[src/core/phy_vendor_regs_pkg.sv]
// Constants, field layout and carriers for the vendor register bank
package phy_vendor_regs_pkg;

    localparam int ADDR_W = 5;
    localparam int DATA_W = 16;

    // Management register addresses
    localparam logic [ADDR_W-1:0] ADDR_TEN_BASE = 5'h12;
    localparam logic [ADDR_W-1:0] ADDR_PWRDN = 5'h13;
    localparam logic [ADDR_W-1:0] ADDR_VENDOR = 5'h14;
    localparam logic [ADDR_W-1:0] ADDR_IRQ = 5'h15;

    // ten_base_config_status fields
    localparam int TB_LINK_PULSE = 14;
    localparam int TB_HEARTBEAT = 13;
    localparam int TB_SQUELCH = 12;
    localparam int TB_JABBER = 11;
    localparam int TB_SERIAL = 10;
    localparam int TB_POLARITY = 0;

    // powerdown_test_control fields
    localparam int PD_SEL_W = 9;

    // vendor_config fields
    localparam int VC_FORCE_DETECT = 13;
    localparam int VC_XOVER_STATE = 7;
    localparam int VC_NEG_LOOP = 6;
    localparam int VC_XOVER_FIX = 5;
    localparam int VC_XOVER_MANUAL = 4;
    localparam int VC_POWERDOWN_VALUE = 0;

    // interrupt_control_status fields
    localparam int IRQ_PENDING = 15;
    localparam int IRQ_DUPLEX_MASK = 11;
    localparam int IRQ_SPEED_MASK = 10;
    localparam int IRQ_LINK_MASK = 9;
    localparam int IRQ_MASTER_MASK = 8;
    localparam int IRQ_DUPLEX_CHG = 4;
    localparam int IRQ_SPEED_CHG = 3;
    localparam int IRQ_LINK_CHG = 2;
    localparam int IRQ_STATUS = 0;

    // Change events, index order matches linkState_s packing
    localparam int NUM_EVT = 3;
    localparam int EVT_LINK = 0;
    localparam int EVT_SPEED = 1;
    localparam int EVT_DUPLEX = 2;

    // Writable bits per register; all others are reserved or read-only
    localparam logic [DATA_W-1:0] TEN_BASE_WR_MASK = 16'h7c00;
    localparam logic [DATA_W-1:0] PWRDN_WR_MASK = 16'h01ff;
    localparam logic [DATA_W-1:0] VENDOR_WR_MASK = 16'hf07f;
    localparam logic [DATA_W-1:0] IRQ_WR_MASK = 16'h0f00;

    // Reset values; serial select comes from the strap instead
    localparam logic [DATA_W-1:0] TEN_BASE_RST = 16'h7800;
    localparam logic [DATA_W-1:0] PWRDN_RST = 16'h0000;
    localparam logic [DATA_W-1:0] VENDOR_RST = 16'h0000;
    localparam logic [DATA_W-1:0] IRQ_RST = 16'h0f00;
    localparam logic [DATA_W-1:0] ZERO_WORD = 16'h0000;

    typedef struct packed {
        logic wrEn;
        logic rdEn;
        logic [ADDR_W-1:0] addr;
        logic [DATA_W-1:0] wrData;
    } regReq_s;

    typedef struct packed {
        logic fullDuplex;
        logic speed100;
        logic linkUp;
    } linkState_s;

endpackage

[src/core/phy_vendor_config_irq_regs.sv]
// Vendor configuration, powerdown test and change-interrupt registers
`timescale 1ns/10ps
module phy_vendor_config_irq_regs
    import phy_vendor_regs_pkg::*;
(
    input wire logic core_clk,
    input wire logic rst,
    input wire logic clkEn,
    input wire regReq_s regReq,
    output logic [DATA_W-1:0] regRdData,
    output logic regRdValid,
    output logic regHit,
    input wire logic serialStrap,
    input wire linkState_s linkState,
    input wire logic loopback10,
    input wire logic polarityReversed,
    input wire logic autoMdix,
    input wire logic rawSignalDetect,
    input wire logic [PD_SEL_W-1:0] normalPowerdown,
    output logic linkPulseTxEn,
    output logic forceLinkGood,
    output logic heartbeatActive,
    output logic jabberActive,
    output logic squelchNormal,
    output logic serialIfActive,
    output logic signalDetect100,
    output logic crossoverState,
    output logic negotiationLoopback,
    output logic [PD_SEL_W-1:0] sectionPowerdown,
    output logic irq_out_n
);

    function automatic logic addrIs(
        input logic [ADDR_W-1:0] addr,
        input logic [ADDR_W-1:0] target
    );
        return addr == target;
    endfunction

    function automatic logic [DATA_W-1:0] maskedWrite(
        input logic [DATA_W-1:0] old,
        input logic [DATA_W-1:0] data,
        input logic [DATA_W-1:0] wrMask
    );
        return (old & ~wrMask) | (data & wrMask);
    endfunction

    // Stored registers
    logic [DATA_W-1:0] tenBase_ff;
    logic [DATA_W-1:0] pwrdn_ff;
    logic [DATA_W-1:0] vendor_ff;
    logic [DATA_W-1:0] irqCtl_ff;
    logic polarity_ff;
    logic strapDone_ff;
    logic irqOutN_ff;
    logic [DATA_W-1:0] rdData_ff;
    logic rdValid_ff;

    logic [DATA_W-1:0] nxt_tenBase;
    logic [DATA_W-1:0] nxt_pwrdn;
    logic [DATA_W-1:0] nxt_vendor;
    logic [DATA_W-1:0] nxt_irqCtl;
    logic [DATA_W-1:0] nxt_rdData;
    logic [DATA_W-1:0] tenBaseBase;

    // Address decode
    logic hitTen;
    logic hitPd;
    logic hitVc;
    logic hitIrq;
    logic wrTake;
    logic rdTake;
    logic irqReadClr;

    assign hitTen = addrIs(regReq.addr, ADDR_TEN_BASE);
    assign hitPd = addrIs(regReq.addr, ADDR_PWRDN);
    assign hitVc = addrIs(regReq.addr, ADDR_VENDOR);
    assign hitIrq = addrIs(regReq.addr, ADDR_IRQ);
    assign regHit = hitTen | hitPd | hitVc | hitIrq;
    assign wrTake = clkEn & regReq.wrEn;
    assign rdTake = clkEn & regReq.rdEn;
    assign irqReadClr = rdTake & hitIrq;

    // Strap sets serial select at first cycle after reset
    assign tenBaseBase = strapDone_ff ? tenBase_ff :
        ((tenBase_ff & ~(ZERO_WORD | (16'h0001 << TB_SERIAL))) |
         ({{(DATA_W-1){1'b0}}, serialStrap} << TB_SERIAL));

    assign nxt_tenBase = (wrTake & hitTen) ?
        maskedWrite(tenBaseBase, regReq.wrData, TEN_BASE_WR_MASK) :
        tenBaseBase;
    assign nxt_pwrdn = (wrTake & hitPd) ?
        maskedWrite(pwrdn_ff, regReq.wrData, PWRDN_WR_MASK) : pwrdn_ff;
    assign nxt_vendor = (wrTake & hitVc) ?
        maskedWrite(vendor_ff, regReq.wrData, VENDOR_WR_MASK) : vendor_ff;
    // Link mask sits at bit nine
    assign nxt_irqCtl = (wrTake & hitIrq) ?
        maskedWrite(irqCtl_ff, regReq.wrData, IRQ_WR_MASK) : irqCtl_ff;

    // Link status changes
    logic [NUM_EVT-1:0] evtLevel;
    logic [NUM_EVT-1:0] evtChanged;
    logic [NUM_EVT-1:0] evtMask;
    logic irqStatus;

    assign evtLevel = linkState;
    assign evtMask[EVT_LINK] = irqCtl_ff[IRQ_LINK_MASK];
    assign evtMask[EVT_SPEED] = irqCtl_ff[IRQ_SPEED_MASK];
    assign evtMask[EVT_DUPLEX] = irqCtl_ff[IRQ_DUPLEX_MASK];

    genvar gi;
    generate
        for (gi = 0; gi < NUM_EVT; gi++) begin : gEvt
            change_latch uLatch (
                .core_clk(core_clk),
                .rst(rst),
                .clkEn(clkEn),
                .level(evtLevel[gi]),
                .clearRd(irqReadClr),
                .changed(evtChanged[gi])
            );
        end
    endgenerate

    assign irqStatus = ~irqCtl_ff[IRQ_MASTER_MASK] &
        (|(evtChanged & ~evtMask));

    // Readback words
    logic [DATA_W-1:0] tenBaseRd;
    logic [DATA_W-1:0] vendorRd;
    logic [DATA_W-1:0] irqRd;

    assign tenBaseRd = (tenBase_ff & TEN_BASE_WR_MASK) |
        ({{(DATA_W-1){1'b0}}, polarity_ff} << TB_POLARITY);
    assign vendorRd = (vendor_ff & VENDOR_WR_MASK) |
        ({{(DATA_W-1){1'b0}}, crossoverState} << VC_XOVER_STATE);
    assign irqRd = (irqCtl_ff & IRQ_WR_MASK) |
        ({{(DATA_W-1){1'b0}}, irqStatus} << IRQ_PENDING) |
        ({{(DATA_W-1){1'b0}}, evtChanged[EVT_DUPLEX]} << IRQ_DUPLEX_CHG) |
        ({{(DATA_W-1){1'b0}}, evtChanged[EVT_SPEED]} << IRQ_SPEED_CHG) |
        ({{(DATA_W-1){1'b0}}, evtChanged[EVT_LINK]} << IRQ_LINK_CHG) |
        ({{(DATA_W-1){1'b0}}, irqStatus} << IRQ_STATUS);

    // Unmapped and reserved read as zero
    assign nxt_rdData = hitTen ? tenBaseRd :
        hitPd ? (pwrdn_ff & PWRDN_WR_MASK) :
        hitVc ? vendorRd :
        hitIrq ? irqRd : ZERO_WORD;

    always_ff @(posedge core_clk or posedge rst) begin
        if (rst) begin
            tenBase_ff <= TEN_BASE_RST;
            pwrdn_ff <= PWRDN_RST;
            vendor_ff <= VENDOR_RST;
            irqCtl_ff <= IRQ_RST;
            strapDone_ff <= 1'b0;
        end else if (clkEn) begin
            tenBase_ff <= nxt_tenBase;
            pwrdn_ff <= nxt_pwrdn;
            vendor_ff <= nxt_vendor;
            irqCtl_ff <= nxt_irqCtl;
            strapDone_ff <= 1'b1;
        end
    end

    always_ff @(posedge core_clk or posedge rst) begin
        if (rst) begin
            polarity_ff <= 1'b0;
            irqOutN_ff <= 1'b1;
        end else if (clkEn) begin
            polarity_ff <= polarityReversed;
            irqOutN_ff <= ~irqStatus;
        end
    end

    always_ff @(posedge core_clk or posedge rst) begin
        if (rst) begin
            rdData_ff <= ZERO_WORD;
            rdValid_ff <= 1'b0;
        end else if (clkEn) begin
            rdValid_ff <= regReq.rdEn;
            if (regReq.rdEn) begin
                rdData_ff <= nxt_rdData;
            end
        end
    end

    assign regRdData = rdData_ff;
    assign regRdValid = rdValid_ff;
    assign irq_out_n = irqOutN_ff;

    // Mode controls toward the transceiver
    logic tenMode;
    logic jabberCtlMode;

    assign tenMode = ~linkState.speed100;
    // Link pulse control only at 10M
    assign linkPulseTxEn = tenMode & tenBase_ff[TB_LINK_PULSE];
    assign forceLinkGood = tenMode & ~tenBase_ff[TB_LINK_PULSE];
    assign heartbeatActive = tenBase_ff[TB_HEARTBEAT] &
        ~linkState.fullDuplex;
    // Jabber bit acts in listed modes
    assign jabberCtlMode = tenMode & (linkState.fullDuplex | loopback10);
    assign jabberActive = jabberCtlMode ? tenBase_ff[TB_JABBER] : 1'b1;
    assign squelchNormal = tenBase_ff[TB_SQUELCH];
    assign serialIfActive = tenMode & tenBase_ff[TB_SERIAL];
    assign signalDetect100 = vendor_ff[VC_FORCE_DETECT] | rawSignalDetect;
    assign crossoverState = vendor_ff[VC_XOVER_MANUAL] ?
        vendor_ff[VC_XOVER_FIX] : autoMdix;
    assign negotiationLoopback = vendor_ff[VC_NEG_LOOP];

    generate
        for (gi = 0; gi < PD_SEL_W; gi++) begin : gPd
            assign sectionPowerdown[gi] = pwrdn_ff[gi] ?
                vendor_ff[VC_POWERDOWN_VALUE] : normalPowerdown[gi];
        end
    endgenerate

endmodule

[src/core/change_latch.sv]
// Sticky change detector for one status level, cleared by a read
`timescale 1ns/10ps
module change_latch (
    input wire logic core_clk,
    input wire logic rst,
    input wire logic clkEn,
    input wire logic level,
    input wire logic clearRd,
    output logic changed
);

    logic prev_ff;
    logic primed_ff;
    logic changed_ff;
    logic evt;
    logic nxt_changed;

    // No event before the first sampled level
    assign evt = primed_ff & (level != prev_ff);
    // Set beats a clearing read in the same cycle
    assign nxt_changed = evt | (changed_ff & ~clearRd);
    assign changed = changed_ff;

    always_ff @(posedge core_clk or posedge rst) begin
        if (rst) begin
            prev_ff <= 1'b0;
            primed_ff <= 1'b0;
            changed_ff <= 1'b0;
        end else if (clkEn) begin
            prev_ff <= level;
            primed_ff <= 1'b1;
            changed_ff <= nxt_changed;
        end
    end

endmodule

[config.mk]
export PLATFORM = sky130hd
export DESIGN_NAME = phy_vendor_config_irq_regs
export DESIGN_NICKNAME = d
export VERILOG_FILES = /design/src/core/phy_vendor_regs_pkg.sv /design/src/core/phy_vendor_config_irq_regs.sv /design/src/core/change_latch.sv
export SDC_FILE = /design/constraint.sdc
export NUM_CORES = 1
export LEC_CHECK = 0
export ABC_CLOCK_PERIOD_IN_PS = 3820
export BUFFER_PORTS_ARGS = -buffer_cell sky130_fd_sc_hd__clkbuf_2
export CAP_MARGIN = 40
export CORE_UTILIZATION = 55
export CTS_CLUSTER_DIAMETER = 100
export CTS_CLUSTER_SIZE = 12
export DETAILED_ROUTE_END_ITERATION = 8
export MAX_ROUTING_LAYER = met4
export PLACE_DENSITY = 0.84
export SYNTH_ARGS = -nofsm -noshare
export SYNTH_HDL_FRONTEND = slang
export SYNTH_HIERARCHICAL = 1
export SYNTH_SLANG_ARGS = --single-unit
[constraint.sdc]
create_clock -name core_clk -period 3.82 [get_ports core_clk]
set_clock_uncertainty 0.1 [all_clocks]
set_input_delay 0.191 -clock core_clk [delete_from_list [all_inputs] [get_ports core_clk]]
set_output_delay 0.191 -clock core_clk [all_outputs]
set_load 0.01 [all_outputs]
==> results.py, run 1 <==
metrics = {
    "run_status": {
        "status": "finished with violations",
        "violations": "design-rule violations",
    },
    "timing": {
        "setup_viol": 0,
        "rsz0062_at_grt": "no",
        "finalMaxSlewViolations": 0,
        "maxSlewHeadroom": 0.5972,
        "max_freq_mhz": 474.6,
        "worst_pin_slew_ns": 0.6029,
        "min_period_ns": 2.107,
        "hold_viol_final": 0,
        "period_share": 0.5516,
        "finalSetupTns_ns": 0,
    },
    "layout": {
        "finalCoreUtilization": 0.7259,
        "final_common_cell": "clkbuf_2",
        "drive_above_1_share": 0.4594,
        "nets": 358,
        "num_antenna_cells": 0,
        "layout-area-overhead-vs-synth_pct": 27.20,
        "final_cell_mix": "clkbuf_2, dfrtp_1, mux2_2",
        "finalInstanceArea_um2": 3406,
    },
    "power_and_ir_drop": {
        "power.density_nw_per_um2": 415.4,
        "power_mw": 1.415,
        "p_leak_nw": 1.610,
        "peakVddDrop_mv": 0.2805,
    },
    "critical_path": {
        "arrival_ns": 2.20,
        "cp_max_fo": 11,
        "regToRegStartpoint": "irqCtl_ff[11]$_DFFE_PP1P_",
        "crit_slowest_cell": "nor2b_1",
        "crit_family": "simple AND/OR/NAND/NOR gates",
        "critPathBufInv": 1,
        "crit_required_ns": 3.92,
        "setup.worst_path.start": "regReq[17]",
        "path_class": "in2reg",
        "crit_path_start_kind": "input pin",
        "max_stage_delay_ns": 0.56,
        "crit_chain": "clkbuf_2, and4bb_1, nor2b_1, nor2b_4, mux2_1",
        "crit_path_end_kind": "flop",
    },
    "synthesis": {
        "async_reset_ff_frac": 1.000,
        "synth_nets": 265,
        "synth_cell_types": 36,
        "yosysSeqAreaShare": 0.5463,
        "ys.warnings.count": 6,
        "synth_edf_count": 0,
        "syn-instance-count": 222,
        "avgSynthCellArea_um2": 12.06,
        "netlist_area_um2": 2678,
        "synth_flop_cell": "dfrtp_1",
        "synth_seq_cells": 58,
    },
    "clock_network": {
        "cts_root_buf": "clkbuf_8",
        "clkTransAtPathRegs_ns": 0.06,
        "cts_tree": "yes",
        "cts_buffers": 9,
        "cts.sinks": 58,
        "clk_latency_ns": 0.33,
        "clock_path_buffers": 2,
        "post_cts_buffers": 0,
        "htree_num_levels": 3,
    },
    "global_routing": {
        "overflow": 0,
        "antenna_found_initial": 0,
        "grt_first_pass_wirelength_um": 9846,
        "grt_pass1_vias": 2066,
        "track_usage": 0.2635,
        "grt_max_degree": 33,
    },
    "placement": {
        "globalplace.congestion": 0.7456,
        "dp_hpwl_um": 4301,
        "io_buffer_count": 79,
        "post_dp_cell_area_um2": 3122,
    },
    "min_path": {
        "hold_path_class": "in2reg",
        "hold_start": "regReq[9]",
    },
    "flow_run": {
        "cap_violations": 0,
    },
    "drt": {
        "drtIter0Drc": 170,
        "first_pass_iters": 8,
        "routedWlPerCell_um": 16.06,
        "drc": 2,
        "num_vias": 2091,
        "via_per_inst": 5.591,
        "totalWireLength_um": 6006,
        "ant_nets": 0,
    },
    "floorplanning": {
        "dieArea_um2": 5152,
        "fp.dieW_um": 71.78,
        "start_util": 0.5707,
        "row_count": 25,
        "pin_count": 80,
        "coreArea_um2": 4692,
        "die-height_um": 71.78,
    },
}
final timing paths:
check / slack [ns] / depth (start not counted) / endpoint
worst min-delay path: 0.02 / 2 / irqCtl_ff[9]$_DFFE_PP1P_
max in group asynchronous: 2.68 / 4 / tenBase_ff[12]$_DFFE_PP1P_
worst min register to register: 0.37 / 1 / gEvt[2].uLatch/primed_ff$_DFFE_PP0P_
worst max-delay path: 1.71 / 5 / vendor_ff[0]$_DFFE_PP0P_
worst max register to register: 2.54 / 4 / regRdData[0]$_DFFE_PP0P_
min in group asynchronous: 0.24 / 3 / gEvt[2].uLatch/prev_ff$_DFFE_PP0P_
cell families after synthesis:
| kind of cell | count (synthesis) | share of synthesized area |
|---|---|---|
| muxes | 47 | 0.1967 |
| and+or+nand+nor | 58 | 0.1215 |
| buffers and inverters | 15 | 0.02710 |
| xor gates and xnor gates | 4 | 0.01309 |
| AOI/OAI and AO/OA | 40 | 0.09533 |
| DFF | 58 | 0.5463 |
power breakdown:
part	internal [mW]	total [mW]	switching, mW
clock	0.268	0.492	0.225
combinational	0.107	0.201	0.0940
sequential	0.677	0.721	0.0446
metrics by stage:
step                      instances  setup slack, ns  hold slack, ns
after floorplan                 222            2.267         -0.1554
after global placement          345            1.506       -0.005758
after CTS                       374            1.760        0.001416
after detailed placement        347            1.421        0.001731
final                           374            1.713         0.02078
after global routing            374            1.610        0.003853
cell usage after synthesis, types with 2 or more instances:
library cell / number / area (µm²)
xor2_1: 3 / 26.28
dfrtp_1: 49 / 1226
buf_2: 4 / 20.02
dfstp_2: 9 / 236.5
mux2i_1: 2 / 20.02
mux2_2: 31 / 349.1
nor2_1: 4 / 15.01
a32o_1: 3 / 30.03
nand2b_1: 3 / 18.77
a21oi_1: 2 / 10.01
inv_1: 5 / 18.77
or2_2: 5 / 31.28
nor2b_1: 6 / 37.54
nand2_1: 29 / 108.9
clkbuf_1: 3 / 11.26
a22oi_1: 13 / 97.59
mux2_1: 14 / 157.7
o21ai_0: 19 / 95.09
metal layers:
| metal | track usage | part of all wire | routed length, µm |
|---|---|---|---|
| met1 | 0.3233 | 0.41 | 2487 |
| met5 | - | 0 | 0 |
| met4 | 0.1264 | 0.026 | 155 |
| met3 | 0.06188 | 0.045 | 271 |
| met2 | 0.4130 | 0.51 | 3091 |
flip-flops by register name, summed over array words and instances (netlist names):
name / flops
irqCtl_ff: 4
gEvt.uLatch/prev_ff: 3
tenBase_ff: 5
pwrdn_ff: 9
vendor_ff: 11
polarity_ff: 1
gEvt.uLatch/primed_ff: 3
regRdData: 16
irq_out_n: 1
strapDone_ff: 1
gEvt.uLatch/changed: 3
regRdValid: 1
layout make-up:
| cell class | instances | area (µm²) |
|---|---|---|
| Clock inverter | 3 | 15.01 |
| Inverter | 5 | 18.77 |
| Tap cell | 54 | 67.56 |
| Timing Repair Buffer | 92 | 540.5 |
| Sequential cell | 58 | 1463 |
| Fill cell | 331 | 1286 |
| Clock buffer | 13 | 158.9 |
| Multi-Input combinational cell | 149 | 1142 |
worst reg2reg max path, cell delays in order (launching register included):
cell and delay, ns:
dfstp_2 0.54, nand2b_1 0.10, a31oi_1 0.13, a21oi_1 0.16, o221ai_1 0.12
repair_timing:
action	4_1_cts	5_1_grt
hold endpoints to repair	36	0
gates resized for setup	0	0
hold buffers	11	0
(Power assumes the default switching activity.)
==> run 2: changes to the inputs <==
--- a/config.mk
+++ b/config.mk
@@ -5,15 +5,15 @@
 export SDC_FILE = /design/constraint.sdc
 export NUM_CORES = 1
 export LEC_CHECK = 0
-export ABC_CLOCK_PERIOD_IN_PS = 3820
+export ABC_CLOCK_PERIOD_IN_PS = 1800
 export BUFFER_PORTS_ARGS = -buffer_cell sky130_fd_sc_hd__clkbuf_2
 export CAP_MARGIN = 40
-export CORE_UTILIZATION = 55
+export CORE_UTILIZATION = 46
 export CTS_CLUSTER_DIAMETER = 100
 export CTS_CLUSTER_SIZE = 12
 export DETAILED_ROUTE_END_ITERATION = 8
 export MAX_ROUTING_LAYER = met4
-export PLACE_DENSITY = 0.84
+export PLACE_DENSITY = 0.75
 export SYNTH_ARGS = -nofsm -noshare
 export SYNTH_HDL_FRONTEND = slang
 export SYNTH_HIERARCHICAL = 1
==> constraint.sdc (replaced) <==
create_clock -name core_clk -period 1.8 [get_ports core_clk]
set_clock_uncertainty 0.1 [all_clocks]
set_input_delay 0.09 -clock core_clk [delete_from_list [all_inputs] [get_ports core_clk]]
set_output_delay 0.09 -clock core_clk [all_outputs]
set_load 0.01 [all_outputs]
==> run 2 against run 1 <==
  * The run now ends clean
  * Hold slack better by 0.024 ns
  * Count of clock-buffer cells in the layout is 1 lower
  * Via count rose by 2.3%
  * Register-to-register slack worse by 2.3 ns
  * Total power up 140%
  * Sequential power rose by 110%
  * Combinational power up 130%
  * Critical path depth down 1
  * Flip-flop and latch count did not move
  * Cell count up 9.9%
  * Critical endpoint is now tenBase_ff[10]$_DFFE_PP0P_
  * Largest cell class unchanged
  * Highest routed layer unchanged
==> results.py, run 2 (synthesized netlist as in run 1, its figures left out) <==
metrics = {
    "run_status": {
        "status": "completed",
    },
    "global_routing": {
        "overflow": 0,
        "grt_max_degree": 34,
        "grt_first_pass_wirelength_um": 10180,
        "antenna_found_initial": 0,
        "grt_pass1_vias": 2118,
        "track_usage": 0.2296,
    },
    "clock_network": {
        "post_cts_buffers": 0,
        "post_cts_resize_count": 0,
        "hold_buffers": 23,
        "cts_tree": "yes",
        "htree_num_levels": 3,
        "clk_latency_ns": 0.33,
        "clock_path_buffers": 2,
        "cts_root_buf": "clkbuf_8",
        "cts.sinks": 58,
        "cts_buffers": 9,
        "clkTransAtPathRegs_ns": 0.07,
    },
    "placement": {
        "io_buffer_count": 79,
        "globalplace.congestion": 0.8120,
        "dp_hpwl_um": 4386,
        "dp_slack_ns": 0.1510,
    },
    "timing": {
        "rsz0062_at_grt": "no",
        "setup_viol": 0,
        "max_freq_mhz": 632.9,
        "worst_pin_slew_ns": 0.6943,
        "worst_slack_ns": 0.2201,
        "period_share": 0.8777,
        "min_period_ns": 1.580,
        "finalMaxSlewViolations": 0,
        "maxSlewHeadroom": 0.5365,
        "hold_viol_final": 0,
        "finalSetupTns_ns": 0,
    },
    "power_and_ir_drop": {
        "swShare": 0.2342,
        "power.switching_mw": 0.8089,
        "p_leak_nw": 1.716,
        "peakVddDrop_mv": 0.4901,
        "power_mw": 3.455,
        "power.share.clock": 0.426,
        "combPwrFrac": 0.132,
        "pwr-share-seq": 0.442,
        "internal-power_mw": 2.646,
        "power.density_nw_per_um2": 946.2,
    },
    "critical_path": {
        "r2r-end": "tenBase_ff[10]$_DFFE_PP0P_",
        "regToRegStartpoint": "strapDone_ff$_DFFE_PP0P_",
        "rrSetupSlack_ns": 0.22,
        "critPathBufInv": 1,
        "crit_slowest_cell": "dlygate4sd3_1",
        "crit_path_end_kind": "flop",
        "path_class": "reg2reg",
        "crit_family": "buffers and inverters",
        "cp_max_fo": 2,
        "crit_path_start_kind": "flop",
        "max_stage_delay_ns": 0.57,
        "crit_chain": "nor2b_1, mux2i_1, o21ai_0, dlygate4sd3_1",
        "crit_required_ns": 1.92,
        "arrival_ns": 1.70,
        "r2r.worst_path.cells": 4,
    },
    "floorplanning": {
        "pin_count": 80,
        "start_util": 0.4804,
        "fp.dieW_um": 78.30,
        "coreArea_um2": 5574,
        "dieArea_um2": 6130,
        "row_count": 27,
        "die-height_um": 78.30,
    },
    "min_path": {
        "hold_depth": 2,
        "hold_path_class": "in2reg",
        "hold_end": "gEvt[0].uLatch/primed_ff$_DFFE_PP0P_",
        "hold_start": "clkEn",
    },
    "drt": {
        "ant_nets": 0,
        "num_vias": 2140,
        "routedWlPerCell_um": 15.24,
        "via_per_inst": 5.207,
        "drc": 0,
        "drtIter0Drc": 128,
        "totalWireLength_um": 6264,
        "first_pass_iters": 4,
    },
    "layout": {
        "final_cell_mix": "clkbuf_2, dfrtp_1, mux2_2",
        "finalCoreUtilization": 0.6550,
        "drive_above_1_share": 0.4543,
        "final_common_cell": "clkbuf_2",
        "nets": 377,
        "largest_register_ffs": 16,
        "num_antenna_cells": 0,
        "layout-area-overhead-vs-synth_pct": 36.36,
    },
    "flow_run": {
        "cap_violations": 0,
    },
}
## run 2: layout make-up
cell class                 instances  area, µm²
timing repair buffer             111      693.2
inverter                           5      18.77
sequential                        58       1463
fill                             452       1923
clock buffer                      12      145.1
multi-input combinational        149       1142
tap                               72      90.09
clock inverter                     4      98.84
## run 2: metal layers
metal / vias to the layer above / GRT usage / share of wire
met5: - / - / 0
met3: 10 / 0.05349 / 0.038
li1: 1007 / - / -
met2: 65 / 0.3553 / 0.49
met4: 0 / 0.1037 / 0.016
met1: 1058 / 0.2879 / 0.46
## run 2: power groups by stage
stage / logic, mW / clock network (mW) / registers [mW]
2_1_floorplan: 0.247 / 0 / 1.52
3_3_place_gp: 0.402 / 0 / 1.54
3_5_place_dp: 0.413 / 0 / 1.55
4_1_cts: 0.459 / 1.49 / 1.53
5_1_grt: 0.498 / 1.55 / 1.54
6_report: 0.455 / 1.47 / 1.53
## run 2: worst register-to-register path, stage by stage, from the launching register on
cell and delay [ns]:
dfrtp_1 0.39, nor2b_1 0.14, mux2i_1 0.19, o21ai_0 0.09
dlygate4sd3_1 0.57
## run 2: stage by stage
| step | instances | area, µm² | hold WS [ns] |
|---|---|---|---|
| detailed placement | 372 | 3177 | -0.09935 |
| floorplan | 222 | 2678 | -0.2564 |
| CTS | 411 | 3651 | 0.04225 |
| global placement | 372 | 3177 | -0.1030 |
| finish | 411 | 3651 | 0.04506 |
| global route | 411 | 3651 | 0.04122 |
## run 2: worst max path at each step
stage	from	endpoint	slack, ns	cells past startpoint
6_report	strapDone_ff$_DFFE_PP0P_	tenBase_ff[10]$_DFFE_PP0P_	0.22	4
3_3_place_gp	regReq[19]	vendor_ff[6]$_DFFE_PP0P_	0.19	5
3_5_place_dp	regReq[19]	vendor_ff[6]$_DFFE_PP0P_	0.15	5
5_1_grt	strapDone_ff$_DFFE_PP0P_	tenBase_ff[10]$_DFFE_PP0P_	0.13	4
4_1_cts	strapDone_ff$_DFFE_PP0P_	tenBase_ff[10]$_DFFE_PP0P_	0.25	4
2_1_floorplan	regReq[19]	vendor_ff[0]$_DFFE_PP0P_	0.35	6
==> run 3: changes to the inputs <==
--- a/config.mk
+++ b/config.mk
@@ -6,14 +6,14 @@
 export NUM_CORES = 1
 export LEC_CHECK = 0
 export ABC_CLOCK_PERIOD_IN_PS = 1800
-export BUFFER_PORTS_ARGS = -buffer_cell sky130_fd_sc_hd__clkbuf_2
 export CAP_MARGIN = 40
-export CORE_UTILIZATION = 46
+export CORE_UTILIZATION = 56
 export CTS_CLUSTER_DIAMETER = 100
 export CTS_CLUSTER_SIZE = 12
 export DETAILED_ROUTE_END_ITERATION = 8
+export DONT_BUFFER_PORTS = 1
 export MAX_ROUTING_LAYER = met4
-export PLACE_DENSITY = 0.75
+export PLACE_DENSITY = 0.74
 export SYNTH_ARGS = -nofsm -noshare
 export SYNTH_HDL_FRONTEND = slang
 export SYNTH_HIERARCHICAL = 1
==> run 3 against run 2 <==
  * The run now ends with design-rule violations left
  * Count of clock-buffer cells in the layout is 1 higher
  * Critical path depth unchanged
  * Non-clock buffer count fell by 74
  * Register-to-register slack is essentially flat
  * Routed wire length shrank 2.8%
  * Via count fell by 11%
  * Cell count decreased by 23%
  * Core utilization rose by 5.9 points
  * Cell area down 12%
  * Worst setup slack lost 0.12 ns
  * Total power fell by 17%
  * Largest cell class unchanged
  * Die area decreased by 17%
==> results.py, run 3 (synthesized netlist as in run 1, its figures left out) <==
metrics = {
    "floorplanning": {
        "fp.dieW_um": 71.15,
        "dieArea_um2": 5062,
        "row_count": 24,
        "coreArea_um2": 4474,
        "die-height_um": 71.15,
        "start_util": 0.5984,
        "pin_count": 80,
    },
    "global_routing": {
        "track_usage": 0.2774,
        "antenna_found_initial": 0,
        "grt_max_degree": 20,
        "overflow": 0,
        "grt_pass1_vias": 2149,
        "grt_first_pass_wirelength_um": 10290,
    },
    "placement": {
        "dp_hpwl_um": 4305,
        "placedCellCount": 272,
        "globalplace.congestion": 0.8111,
        "dp_slack_ns": 0.2507,
        "io_buffer_count": 0,
    },
    "timing": {
        "hold_viol_final": 0,
        "finalSetupTns_ns": 0,
        "setup_viol": 0,
        "worst_pin_slew_ns": 0.6925,
        "worst_slack_ns": 0.09998,
        "finalMaxSlewViolations": 0,
        "max_freq_mhz": 588.2,
        "min_period_ns": 1.700,
        "timing.hold.ws_ns": 0.01556,
        "period_share": 0.9445,
        "maxSlewHeadroom": 0.5368,
        "rsz0062_at_grt": "no",
    },
    "power_and_ir_drop": {
        "power.density_nw_per_um2": 893.0,
        "pwr-share-seq": 0.539,
        "p_leak_nw": 1.361,
        "swShare": 0.2545,
        "combPwrFrac": 0.126,
        "power.switching_mw": 0.7261,
        "internal-power_mw": 2.127,
        "power.share.clock": 0.335,
        "peakVddDrop_mv": 0.6434,
    },
    "clock_network": {
        "cts_tree": "yes",
        "clkTransAtPathRegs_ns": 0.06,
        "cts_root_buf": "clkbuf_8",
        "htree_num_levels": 3,
        "cts_buffers": 9,
        "clock_path_buffers": 2,
        "cts.sinks": 58,
        "clk_latency_ns": 0.32,
    },
    "layout": {
        "fill_cells": 317,
        "final_cell_mix": "dfrtp_1, mux2_2, nand2_1, dlygate4sd3_1, o21ai_0",
        "largest_register_ffs": 16,
        "layout-area-overhead-vs-synth_pct": 19.35,
        "multiInputGateArea_um2": 1142,
        "final_cells": 317,
        "num_antenna_cells": 0,
        "nets": 303,
        "drive_above_1_share": 0.2717,
        "final_common_cell": "dfrtp_1",
        "ff_latch_area_um2": 1463,
    },
    "critical_path": {
        "r2r-end": "tenBase_ff[10]$_DFFE_PP0P_",
        "path_class": "in2reg",
        "regToRegStartpoint": "strapDone_ff$_DFFE_PP0P_",
        "r2r.worst_path.cells": 4,
        "rrSetupSlack_ns": 0.22,
        "arrival_ns": 1.81,
        "crit_path_end_kind": "flop",
        "crit_required_ns": 1.91,
        "crit_path_start_kind": "input pin",
        "cp_max_fo": 9,
    },
    "drt": {
        "drc": 2,
        "first_pass_iters": 8,
        "drtIter0Drc": 134,
        "routedWlPerCell_um": 19.21,
        "totalWireLength_um": 6089,
        "via_per_inst": 6.028,
        "num_vias": 1911,
        "ant_nets": 0,
    },
    "run_status": {
        "status": "finished with violations",
        "violations": "design-rule violations",
    },
    "min_path": {
        "hold_depth": 2,
        "hold_end": "pwrdn_ff[4]$_DFFE_PP0P_",
        "hold_start": "clkEn",
        "hold_path_class": "in2reg",
    },
    "flow_run": {
        "cap_violations": 0,
    },
}
-- run 3: cell types whose count changed in the layout (fill, tap and decap cells not counted), sizes merged --
cell and change:
clkbuf -78, bufinv -3, buf -1, dlygate4sd3 +6, clkinvlp +1, clkinv +1
-- run 3: repair_timing --
item | in CTS | in global routing
buffers inserted | 0 | 0
gates resized for setup | 0 | 0
endpoints found under the setup margin | 0 | 0
hold buffers | 29 | 0
hold endpoints to repair | 100 | 0
-- run 3: final cells by class --
| cell class | count | share of cell area |
|---|---|---|
| Inverter | 5 | 0.005873 |
| Tap cell | 52 | 0.02036 |
| Clock buffer | 13 | 0.04346 |
| Sequential cell | 58 | 0.4577 |
| Multi-Input combinational cell | 149 | 0.3575 |
| Clock inverter | 3 | 0.005482 |
| Timing Repair Buffer | 37 | 0.1096 |
-- run 3: stage by stage --
step	util	cell area [µm²]	total power, mW
6_report	0.7142	3196	2.854
5_1_grt	0.7142	3196	2.984
4_1_cts	0.7142	3196	2.869
3_5_place_dp	0.6144	2749	1.839
3_3_place_gp	0.6144	2749	1.816
2_1_floorplan	-	2678	1.769
-- run 3: worst max path at each step --
stage               slack, ns       start  cells past startpoint                            endpoint
floorplan                0.35  regReq[19]                      6            vendor_ff[0]$_DFFE_PP0P_
detailed placement       0.25  regReq[19]                      6  gEvt[2].uLatch/changed$_DFFE_PP0P_
global route             0.05  regReq[22]                      4             pwrdn_ff[6]$_DFFE_PP0P_
finish                    0.1  regReq[22]                      4             pwrdn_ff[6]$_DFFE_PP0P_
global placement         0.28  regReq[19]                      4            vendor_ff[6]$_DFFE_PP0P_
CTS                       0.1  regReq[22]                      4             pwrdn_ff[6]$_DFFE_PP0P_
-- run 3: power by group through the flow --
stage	Clock (mW)	Combinational [mW]	Sequential, mW
2_1_floorplan	0	0.247	1.52
3_3_place_gp	0	0.265	1.55
3_5_place_dp	0	0.282	1.56
4_1_cts	0.974	0.360	1.53
5_1_grt	1.04	0.394	1.55
6_report	0.955	0.361	1.54
-- run 3: worst max-delay path, cell delays in order --
cell and delay [ns]:
dlygate4sd3_1 0.62, nand3_4 0.19, mux2_1 0.35, dlygate4sd3_1 0.55
-- run 3: metal layers --
layer  up-vias  track usage  wire length, µm
met5         -            -                0
met4         0       0.1089               81
met3        10      0.07265              302
met2        58       0.4667             3194
met1       984       0.3162             2510
li1        859            -                -
